<file path="src/inc/rar_defs.svh">
`ifndef RAR_DEFS_SVH
`define RAR_DEFS_SVH

// =====================================================================
// Register indices (byte address is four times the index)
`define RAR_IDX_PHYS_6      8'h0E
`define RAR_IDX_PHYS_7      8'h0F
`define RAR_IDX_ALIAS_0     8'h10
`define RAR_IDX_ALIAS_1     8'h11
`define RAR_IDX_ALIAS_2     8'h12
`define RAR_IDX_ALIAS_3     8'h13
`define RAR_IDX_STATUS      8'h20

// =====================================================================
// Byte addresses on the register bus
`define RAR_ADDR_PHYS_6     8'(`RAR_IDX_PHYS_6 * 4)
`define RAR_ADDR_PHYS_7     8'(`RAR_IDX_PHYS_7 * 4)
`define RAR_ADDR_ALIAS_0    8'(`RAR_IDX_ALIAS_0 * 4)
`define RAR_ADDR_ALIAS_1    8'(`RAR_IDX_ALIAS_1 * 4)
`define RAR_ADDR_ALIAS_2    8'(`RAR_IDX_ALIAS_2 * 4)
`define RAR_ADDR_ALIAS_3    8'(`RAR_IDX_ALIAS_3 * 4)
`define RAR_ADDR_STATUS     8'(`RAR_IDX_STATUS * 4)

// =====================================================================
// Address field of every slot register: bits 7 down to 1
`define RAR_FLD_ADDR_HI     7
`define RAR_FLD_ADDR_LO     1
`define RAR_SLOT_RESET      7'h00
`define RAR_ALIAS_OFF       7'h00

// =====================================================================
// Status register layout
`define RAR_ST_HIT          0
`define RAR_ST_SLOT_LO      1
`define RAR_ST_SLOT_HI      3
`define RAR_ST_PHYS_LO      4
`define RAR_ST_PHYS_HI      10
`define RAR_ST_REQ_LO       11
`define RAR_ST_REQ_HI       17
`define RAR_ST_VALID        18

// =====================================================================
// Table geometry
`define RAR_NUM_SLOTS       8
`define RAR_NUM_EXT_PHYS    6
`define RAR_NUM_EXT_ALIAS   4
`define RAR_FIRST_LOC_PHYS  6
`define RAR_FIRST_EXT_ALIAS 4
`define RAR_ZERO_WORD       32'h0000_0000

`endif

</file>
<file path="src/inc/rar_pkg.sv">
package rar_pkg;
    typedef logic [6:0]  rar_addr_t;
    typedef logic [2:0]  rar_slot_t;
    typedef logic [31:0] rar_word_t;
    typedef logic [7:0]  rar_paddr_t;
endpackage

</file>
<file path="src/design/rar_alias_remap.sv">
// Function
// Physical slots hold a 7-bit remote target address in bits 7:1.
// A local request hitting an alias is forwarded with the physical address instead.
// Alias slots hold a 7-bit alias in bits 7:1 used by the address decoder.
// Alias slot N remaps to physical slot N of the same index.
// A zero alias disables its slot: no detection, no forwarding.
// Each nonzero alias arms its own slot independently of the others.
// A request matching no enabled alias is neither remapped nor forwarded.
`timescale 1ns/1ns
`default_nettype none
`include "rar_defs.svh"

module rar_alias_remap
    import rar_pkg::*;
(
    // Clock and reset
    input  wire logic                 REF_CLK_I,
    input  wire logic                 RST_I,
    // APB slave
    input  wire logic                 PSEL_I,
    input  wire logic                 PENABLE_I,
    input  wire logic                 PWRITE_I,
    input  wire rar_pkg::rar_paddr_t  PADDR_I,
    input  wire rar_pkg::rar_word_t   PWDATA_I,
    output logic                      PREADY_O,
    output rar_pkg::rar_word_t        PRDATA_O,
    output logic                      PSLVERR_O,
    // Table entries held outside this block
    input  wire logic [41:0]          EXT_PHYS_ADDR_I,
    input  wire logic [27:0]          EXT_ALIAS_I,
    // Local controller address request
    input  wire logic                 REQ_VALID_I,
    input  wire rar_pkg::rar_addr_t   REQ_ADDR_I,
    input  wire logic                 REQ_RNW_I,
    // Forward request toward the control channel
    output logic                      FWD_VALID_O,
    output rar_pkg::rar_addr_t        FWD_ADDR_O,
    output logic                      FWD_RNW_O,
    output rar_pkg::rar_slot_t        FWD_SLOT_O,
    // Request not handled by the remap table
    output logic                      NOMATCH_O
);
    import rar_pkg::*;

    // =================================================================
    // Local slot registers
    rar_addr_t phys_6_ff;
    rar_addr_t phys_7_ff;
    rar_addr_t alias_ff [0:3];

    // =================================================================
    // APB decode
    wire setup_phase  = PSEL_I && !PENABLE_I;
    wire access_phase = PSEL_I && PENABLE_I;
    wire wr_en        = access_phase && PWRITE_I;

    wire sel_phys_6   = (PADDR_I == `RAR_ADDR_PHYS_6);
    wire sel_phys_7   = (PADDR_I == `RAR_ADDR_PHYS_7);
    wire sel_alias_0  = (PADDR_I == `RAR_ADDR_ALIAS_0);
    wire sel_alias_1  = (PADDR_I == `RAR_ADDR_ALIAS_1);
    wire sel_alias_2  = (PADDR_I == `RAR_ADDR_ALIAS_2);
    wire sel_alias_3  = (PADDR_I == `RAR_ADDR_ALIAS_3);
    wire sel_status   = (PADDR_I == `RAR_ADDR_STATUS);
    wire sel_any      = sel_phys_6 || sel_phys_7 || sel_alias_0 || sel_alias_1
                        || sel_alias_2 || sel_alias_3 || sel_status;
    // Status is read only; a write to it is an error too
    wire bad_access   = !sel_any || (PWRITE_I && sel_status);

    wire [3:0] sel_alias = {sel_alias_3, sel_alias_2, sel_alias_1, sel_alias_0};

    // Bit 0 of a slot register is reserved: written value is dropped
    wire rar_addr_t wr_field = PWDATA_I[`RAR_FLD_ADDR_HI:`RAR_FLD_ADDR_LO];

    // =================================================================
    // Slot register writes
    always_ff @(posedge REF_CLK_I or posedge RST_I) begin
        if (RST_I) begin
            phys_6_ff <= `RAR_SLOT_RESET;
            phys_7_ff <= `RAR_SLOT_RESET;
        end else if (wr_en) begin
            if (sel_phys_6) begin
                phys_6_ff <= wr_field;
            end
            if (sel_phys_7) begin
                phys_7_ff <= wr_field;
            end
        end
    end

    genvar ga;
    generate
        for (ga = 0; ga < 4; ga++) begin : g_alias_reg
            always_ff @(posedge REF_CLK_I or posedge RST_I) begin
                if (RST_I) begin
                    alias_ff[ga] <= `RAR_SLOT_RESET;
                end else if (wr_en && sel_alias[ga]) begin
                    alias_ff[ga] <= wr_field;
                end
            end
        end
    endgenerate

    // =================================================================
    // Full eight-entry table, local and outside entries merged
    rar_addr_t tbl_phys  [0:7];
    rar_addr_t tbl_alias [0:7];

    genvar gt;
    generate
        for (gt = 0; gt < `RAR_NUM_EXT_PHYS; gt++) begin : g_ext_phys
            assign tbl_phys[gt] = EXT_PHYS_ADDR_I[gt*7 +: 7];
        end
        for (gt = 0; gt < `RAR_NUM_EXT_ALIAS; gt++) begin : g_ext_alias
            assign tbl_alias[gt + `RAR_FIRST_EXT_ALIAS] = EXT_ALIAS_I[gt*7 +: 7];
            assign tbl_alias[gt]                        = alias_ff[gt];
        end
    endgenerate

    assign tbl_phys[`RAR_FIRST_LOC_PHYS]     = phys_6_ff;
    assign tbl_phys[`RAR_FIRST_LOC_PHYS + 1] = phys_7_ff;

    // =================================================================
    // Alias decoder, one comparator per slot
    logic [7:0] slot_hit;

    genvar gm;
    generate
        for (gm = 0; gm < `RAR_NUM_SLOTS; gm++) begin : g_match
            rar_slot_match u_match (
                .alias_i    (tbl_alias[gm]),
                .req_addr_i (REQ_ADDR_I),
                .hit_o      (slot_hit[gm])
            );
        end
    endgenerate

    // Lowest slot wins when two aliases are programmed alike
    rar_slot_t hit_slot;
    logic      any_hit;

    always_comb begin
        hit_slot = 3'd0;
        any_hit  = 1'b0;
        for (int i = `RAR_NUM_SLOTS - 1; i >= 0; i--) begin
            if (slot_hit[i]) begin
                hit_slot = 3'(i);
                any_hit  = 1'b1;
            end
        end
    end

    // Same index on both sides of the table
    wire rar_addr_t remap_addr = tbl_phys[hit_slot];

    // =================================================================
    // Forward request registers
    logic      fwd_valid_ff;
    rar_addr_t fwd_addr_ff;
    logic      fwd_rnw_ff;
    rar_slot_t fwd_slot_ff;
    logic      nomatch_ff;

    wire nxt_fwd_valid = REQ_VALID_I && any_hit;
    wire nxt_nomatch   = REQ_VALID_I && !any_hit;

    always_ff @(posedge REF_CLK_I or posedge RST_I) begin
        if (RST_I) begin
            fwd_valid_ff <= 1'b0;
            nomatch_ff   <= 1'b0;
        end else begin
            fwd_valid_ff <= nxt_fwd_valid;
            nomatch_ff   <= nxt_nomatch;
        end
    end

    always_ff @(posedge REF_CLK_I or posedge RST_I) begin
        if (RST_I) begin
            fwd_addr_ff <= `RAR_SLOT_RESET;
            fwd_rnw_ff  <= 1'b0;
            fwd_slot_ff <= 3'd0;
        end else if (nxt_fwd_valid) begin
            fwd_addr_ff <= remap_addr;
            fwd_rnw_ff  <= REQ_RNW_I;
            fwd_slot_ff <= hit_slot;
        end
    end

    // =================================================================
    // Status: outcome of the latest request
    logic      st_valid_ff;
    logic      st_hit_ff;
    rar_slot_t st_slot_ff;
    rar_addr_t st_phys_ff;
    rar_addr_t st_req_ff;

    always_ff @(posedge REF_CLK_I or posedge RST_I) begin
        if (RST_I) begin
            st_valid_ff <= 1'b0;
            st_hit_ff   <= 1'b0;
            st_slot_ff  <= 3'd0;
            st_phys_ff  <= `RAR_SLOT_RESET;
            st_req_ff   <= `RAR_SLOT_RESET;
        end else if (REQ_VALID_I) begin
            st_valid_ff <= 1'b1;
            st_hit_ff   <= any_hit;
            st_slot_ff  <= any_hit ? hit_slot : 3'd0;
            st_phys_ff  <= any_hit ? remap_addr : `RAR_SLOT_RESET;
            st_req_ff   <= REQ_ADDR_I;
        end
    end

    rar_word_t status_word;

    always_comb begin
        status_word                                 = `RAR_ZERO_WORD;
        status_word[`RAR_ST_HIT]                    = st_hit_ff;
        status_word[`RAR_ST_SLOT_HI:`RAR_ST_SLOT_LO] = st_slot_ff;
        status_word[`RAR_ST_PHYS_HI:`RAR_ST_PHYS_LO] = st_phys_ff;
        status_word[`RAR_ST_REQ_HI:`RAR_ST_REQ_LO]   = st_req_ff;
        status_word[`RAR_ST_VALID]                  = st_valid_ff;
    end

    // =================================================================
    // Read mux: slot field back in bits 7:1, reserved bit reads zero
    function automatic rar_word_t slot_word(input rar_addr_t a);
        rar_word_t w;
        w                                          = `RAR_ZERO_WORD;
        w[`RAR_FLD_ADDR_HI:`RAR_FLD_ADDR_LO]       = a;
        return w;
    endfunction

    wire rar_word_t rd_mux =
        sel_phys_6  ? slot_word(phys_6_ff)   :
        sel_phys_7  ? slot_word(phys_7_ff)   :
        sel_alias_0 ? slot_word(alias_ff[0]) :
        sel_alias_1 ? slot_word(alias_ff[1]) :
        sel_alias_2 ? slot_word(alias_ff[2]) :
        sel_alias_3 ? slot_word(alias_ff[3]) :
        sel_status  ? status_word            :
                      `RAR_ZERO_WORD;

    // Read data and error are captured in the setup cycle
    rar_word_t prdata_ff;
    logic      pslverr_ff;

    wire rar_word_t nxt_prdata  = PWRITE_I ? `RAR_ZERO_WORD : rd_mux;
    wire            nxt_pslverr = bad_access;

    always_ff @(posedge REF_CLK_I or posedge RST_I) begin
        if (RST_I) begin
            prdata_ff  <= `RAR_ZERO_WORD;
            pslverr_ff <= 1'b0;
        end else if (setup_phase) begin
            prdata_ff  <= nxt_prdata;
            pslverr_ff <= nxt_pslverr;
        end
    end

    // =================================================================
    // Outputs
    assign PREADY_O    = 1'b1;
    assign PRDATA_O    = prdata_ff;
    assign PSLVERR_O   = access_phase && pslverr_ff;
    assign FWD_VALID_O = fwd_valid_ff;
    assign FWD_ADDR_O  = fwd_addr_ff;
    assign FWD_RNW_O   = fwd_rnw_ff;
    assign FWD_SLOT_O  = fwd_slot_ff;
    assign NOMATCH_O   = nomatch_ff;
endmodule

`default_nettype wire

</file>
<file path="src/design/rar_slot_match.sv">
`timescale 1ns/1ns
`default_nettype none
`include "rar_defs.svh"

// =====================================================================
// One alias comparator; a zero alias never matches
module rar_slot_match
    import rar_pkg::*;
(
    // Slot contents
    input  wire rar_pkg::rar_addr_t alias_i,
    // Request address
    input  wire rar_pkg::rar_addr_t req_addr_i,
    // Result
    output logic                    hit_o
);
    wire armed = (alias_i != `RAR_ALIAS_OFF);

    assign hit_o = armed && (alias_i == req_addr_i);
endmodule

`default_nettype wire

</file>
<file path="config.mk">
export PLATFORM = sky130hd
export DESIGN_NAME = rar_alias_remap
export DESIGN_NICKNAME = d
export VERILOG_FILES = /design/src/inc/rar_pkg.sv /design/src/design/rar_alias_remap.sv /design/src/design/rar_slot_match.sv
export VERILOG_INCLUDE_DIRS = /design/src /design/src/inc
export SDC_FILE = /design/constraint.sdc
export NUM_CORES = 1
export LEC_CHECK = 0
export BUFFER_PORTS_ARGS = -buffer_cell sky130_fd_sc_hd__buf_2
export CORE_MARGIN = 2
export CORE_UTILIZATION = 47
export DETAILED_ROUTE_END_ITERATION = 7
export PLACE_DENSITY = 0.77
export SLEW_MARGIN = 5
export SYNTH_ARGS = -nofsm -noshare
export SYNTH_HDL_FRONTEND = slang
export SYNTH_SLANG_ARGS = --single-unit
export TNS_END_PERCENT = 20
</file>
<file path="constraint.sdc">
create_clock -name REF_CLK_I -period 2.45 [get_ports REF_CLK_I]
set_input_delay 0.1225 -clock REF_CLK_I [delete_from_list [all_inputs] [get_ports REF_CLK_I]]
set_output_delay 0.1225 -clock REF_CLK_I [all_outputs]
set_load 0.02 [all_outputs]
</file>
==> results.cfg <==
[run_status]
status = complete, but fails checks
failed_checks = negative setup slack

[floorplan]
ios = 171
design.die.area_um2 = 12500
initial_core_util_pct = 48.0
row_count = 39
core-area_um2 = 11400
die_x_um = 112
die_y_um = 112

[clock_tree]
numCtsBuffers = 9
cts_buffer_depth = 2
clkTransAtPathRegs_ns = 0.07
cts_sinks = 94
cts-htree-levels = 3
cts_tree = built
clock_latency_ns = 0.35
root_buffer = clkbuf_16

[pwr]
p_int_w = 0.00289
vdd_ir_drop_max_v = 0.000432
p_switching_w = 0.00113
switching_share_pct = 28.1
pwr-share-seq_pct = 43.5
powerDensity_nw_per_um2 = 565
p_leak_nw = 3.50
power_w = 0.00402
pwr-share-clk_pct = 38.4
comb_power_share_pct = 18.1

[finish]
final_util_pct = 62.6
antenna_cells = 0
layout.nets = 822
area_growth_pct = 30.4
drive_above_1_share_pct = 43.4

[yosys]
synth_top_area_share_pct = 43.1
synth.most_common_cell = dfrtp_1
synth_top_cell_by_area = dfrtp_1
synth_area_um2 = 5450
synth_warnings = 0
synth_top_family_by_area = multiplexers
synthSimpleGateAreaFrac_pct = 11.2
synth_cell_types = 55
synth-compound-area-share_pct = 15.0
async_flop_share_pct = 100
synthMuxAreaShare_pct = 17.6
synth_flop_cell = dfrtp_1
post_synth_main_area_contributors = dfrtp_1 (43%), mux2_2 (13%), xnor2_1 (5.1%), mux2i_1 (3.7%), nand2_1 (2.8%)
synth_edf_count = 0
synth_xor_area_share_pct = 7.71
syn-instance-count = 512
ys_top_cells_by_count = dfrtp_1 (94), mux2_2 (62), nand2_1 (40), xnor2_1 (32), nor2_1 (26)
avgSynthCellArea_um2 = 10.6
synth-seq-cells = 94
synth-adder-area-share_pct = 0
synth_seq_area_share_pct = 43.1

[drt]
ant_nets = 0
wl_mm = 16.0
wl_per_cell_um = 19.0
vias = 4906
dr.pass1.iters = 5
dr.first_iter.drc_count = 378
viasPerCell = 5.80
drc = 0

[timing]
finalSetupViolCount = 14
maxSlewHeadroom_pct = 50.1
drv_slew = 0
clock-skew-final_ns = 0.0120
fin_crit_ns = 2.68
final.setup.worst_slack_ns = -0.234
finalHoldViolCount = 0
clock.fmax_ghz = 0.373
min_period_over_period_pct = 110
tightest_slew_ns = 0.747
rsz0062_at_grt = true

[global_routing]
grt_pass1_vias = 5068
grt_overflow = 0
grtUsageTotal_pct = 25.8
antenna_found_initial = 0
grt_pass1_wl_mm = 25.8
grt_max_degree = 34

[setup_path]
crit_chain = buf_6 -> xnor2_2 -> nand4_1 -> a2111o_1 -> a21o_1 -> buf_4 -> a22oi_2 -> buf_12 -> mux2_2 -> o22ai_4 -> o21ai_1
cp-end-kind = flip-flop
critPathKind = flip-flop to flip-flop
crit_buf_inv = 3
crit_arrival_ns = 2.91
r2r_slack_ns = -0.23
critical_path.max_fanout = 12
slowest_delay_ns = 0.42
crit_family = compound AO/OA/AOI/OAI gates
required_ns = 2.68
rr_worst_depth = 11
slowest_stage = dfrtp_1
worstSetupEndpoint = FWD_ADDR_O[1]
path_depth = 11
cp-start-kind = flip-flop
cp-startpoint = alias_ff[10]
reg2reg_to = FWD_ADDR_O[1]
reg2reg_from = alias_ff[10]

[place]
dp_hpwl_mm = 11.8
gp_congestion = 0.917
io_buffers = 131

[min_path]
min_path_type = primary input to flip-flop

[run]
max_cap_violations = 0
-- area by class of cell --
type,count,area (um2)
clock buffer,11,243
clock inverter,5,81.3
fill,878,4260
inverter,9,37.5
multi-input combinational,380,2970
sequential,94,2350
tap,143,179
timing repair buffer,204,1250
-- sequential cells by signal, summed over array words and instances, names as in the netlist, 3 cells and up --
signal / cells
FWD_ADDR_O: 7
st_req_ff: 7
phys_6_ff: 7
FWD_SLOT_O: 3
phys_7_ff: 7
st_slot_ff: 3
st_phys_ff: 7
alias_ff: 28
PRDATA_O: 19
-- routing by layer --
metal | up-vias | wire length [um] | track usage [%]
li1 | 2231 | - | -
met1 | 2433 | 6750 | 33.7
met2 | 209 | 7850 | 43.5
met3 | 33 | 1100 | 5.50
met4 | 0 | 345 | 7.33
met5 | - | 0 | 0
-- stage by stage --
stage / hold WS [ns] / cells / worst slack [ns] / setup TNS (ns) / instance area (um2)
finish: 0.0570 / 846 / -0.234 / -2.97 / 7110
global route: 0.0625 / 846 / -0.340 / -4.28 / 7110
CTS: 0.0515 / 846 / -0.153 / -1.89 / 7060
detailed placement: 0.276 / 827 / -0.360 / -4.36 / 6650
global placement: 0.269 / 827 / -0.317 / -3.90 / 6650
floorplan: 0.223 / 524 / -0.0481 / -0.285 / 5500
-- timing repair --
| action | 4_1_cts | 5_1_grt |
|---|---|---|
| gates resized for setup | 14 | 8 |
| hold buffers | 2 | 0 |
| setup buffers | 1 | 0 |
| hold endpoints to repair | 32 | 0 |
| setup endpoints to repair | 16 | 17 |
-- logic make-up (layout without fill, tap and decap cells) --
logic type	count (synthesis)	after routing
and+or+nand+nor	125	125
AOI/OAI and AO/OA	106	106
DFF	94	94
muxes	87	87
buffers and inverters	50	229
xor gates and xnor gates	48	48
other	2	14
-- power by group through the flow --
stage / sequential, W / clock, W / combinational [W]
after CTS: 0.00175 / 0.00154 / 0.000719
after detailed placement: 0.00178 / 0 / 0.000708
after floorplan: 0.00187 / 0 / 0.000322
final: 0.00175 / 0.00154 / 0.000727
after global placement: 0.00177 / 0 / 0.000690
after global routing: 0.00176 / 0.00161 / 0.000786
-- worst min path at each step --
stage                     cells after the start            to  slack [ns]      from
after global routing                          2   PRDATA_O[2]        0.06  PWRITE_I
after detailed placement                      2  PRDATA_O[18]        0.28     RST_I
final                                         2   PRDATA_O[1]        0.06  PWRITE_I
after CTS                                     2   PRDATA_O[2]        0.05  PWRITE_I
after floorplan                               1   PRDATA_O[1]        0.22  PWRITE_I
after global placement                        2  PRDATA_O[18]        0.27     RST_I
-- cell usage in the layout (no fill, tap or decap), types with 7 or more instances in the layout --
master and instances:
buf_4 67, xnor2_1 31, a21oi_1 12, nand2_1 40
mux2_2 63, nor2_1 25, dfrtp_1 94, o21ai_0 14
nor3_1 9, buf_2 131, mux2i_1 19, conb_1 14
clkbuf_16 9, nand3_1 7, a22o_1 17, inv_1 8
a211o_1 8, xor2_1 16, nand4_1 10
No activity file was read; power rests on OpenSTA's default activity.
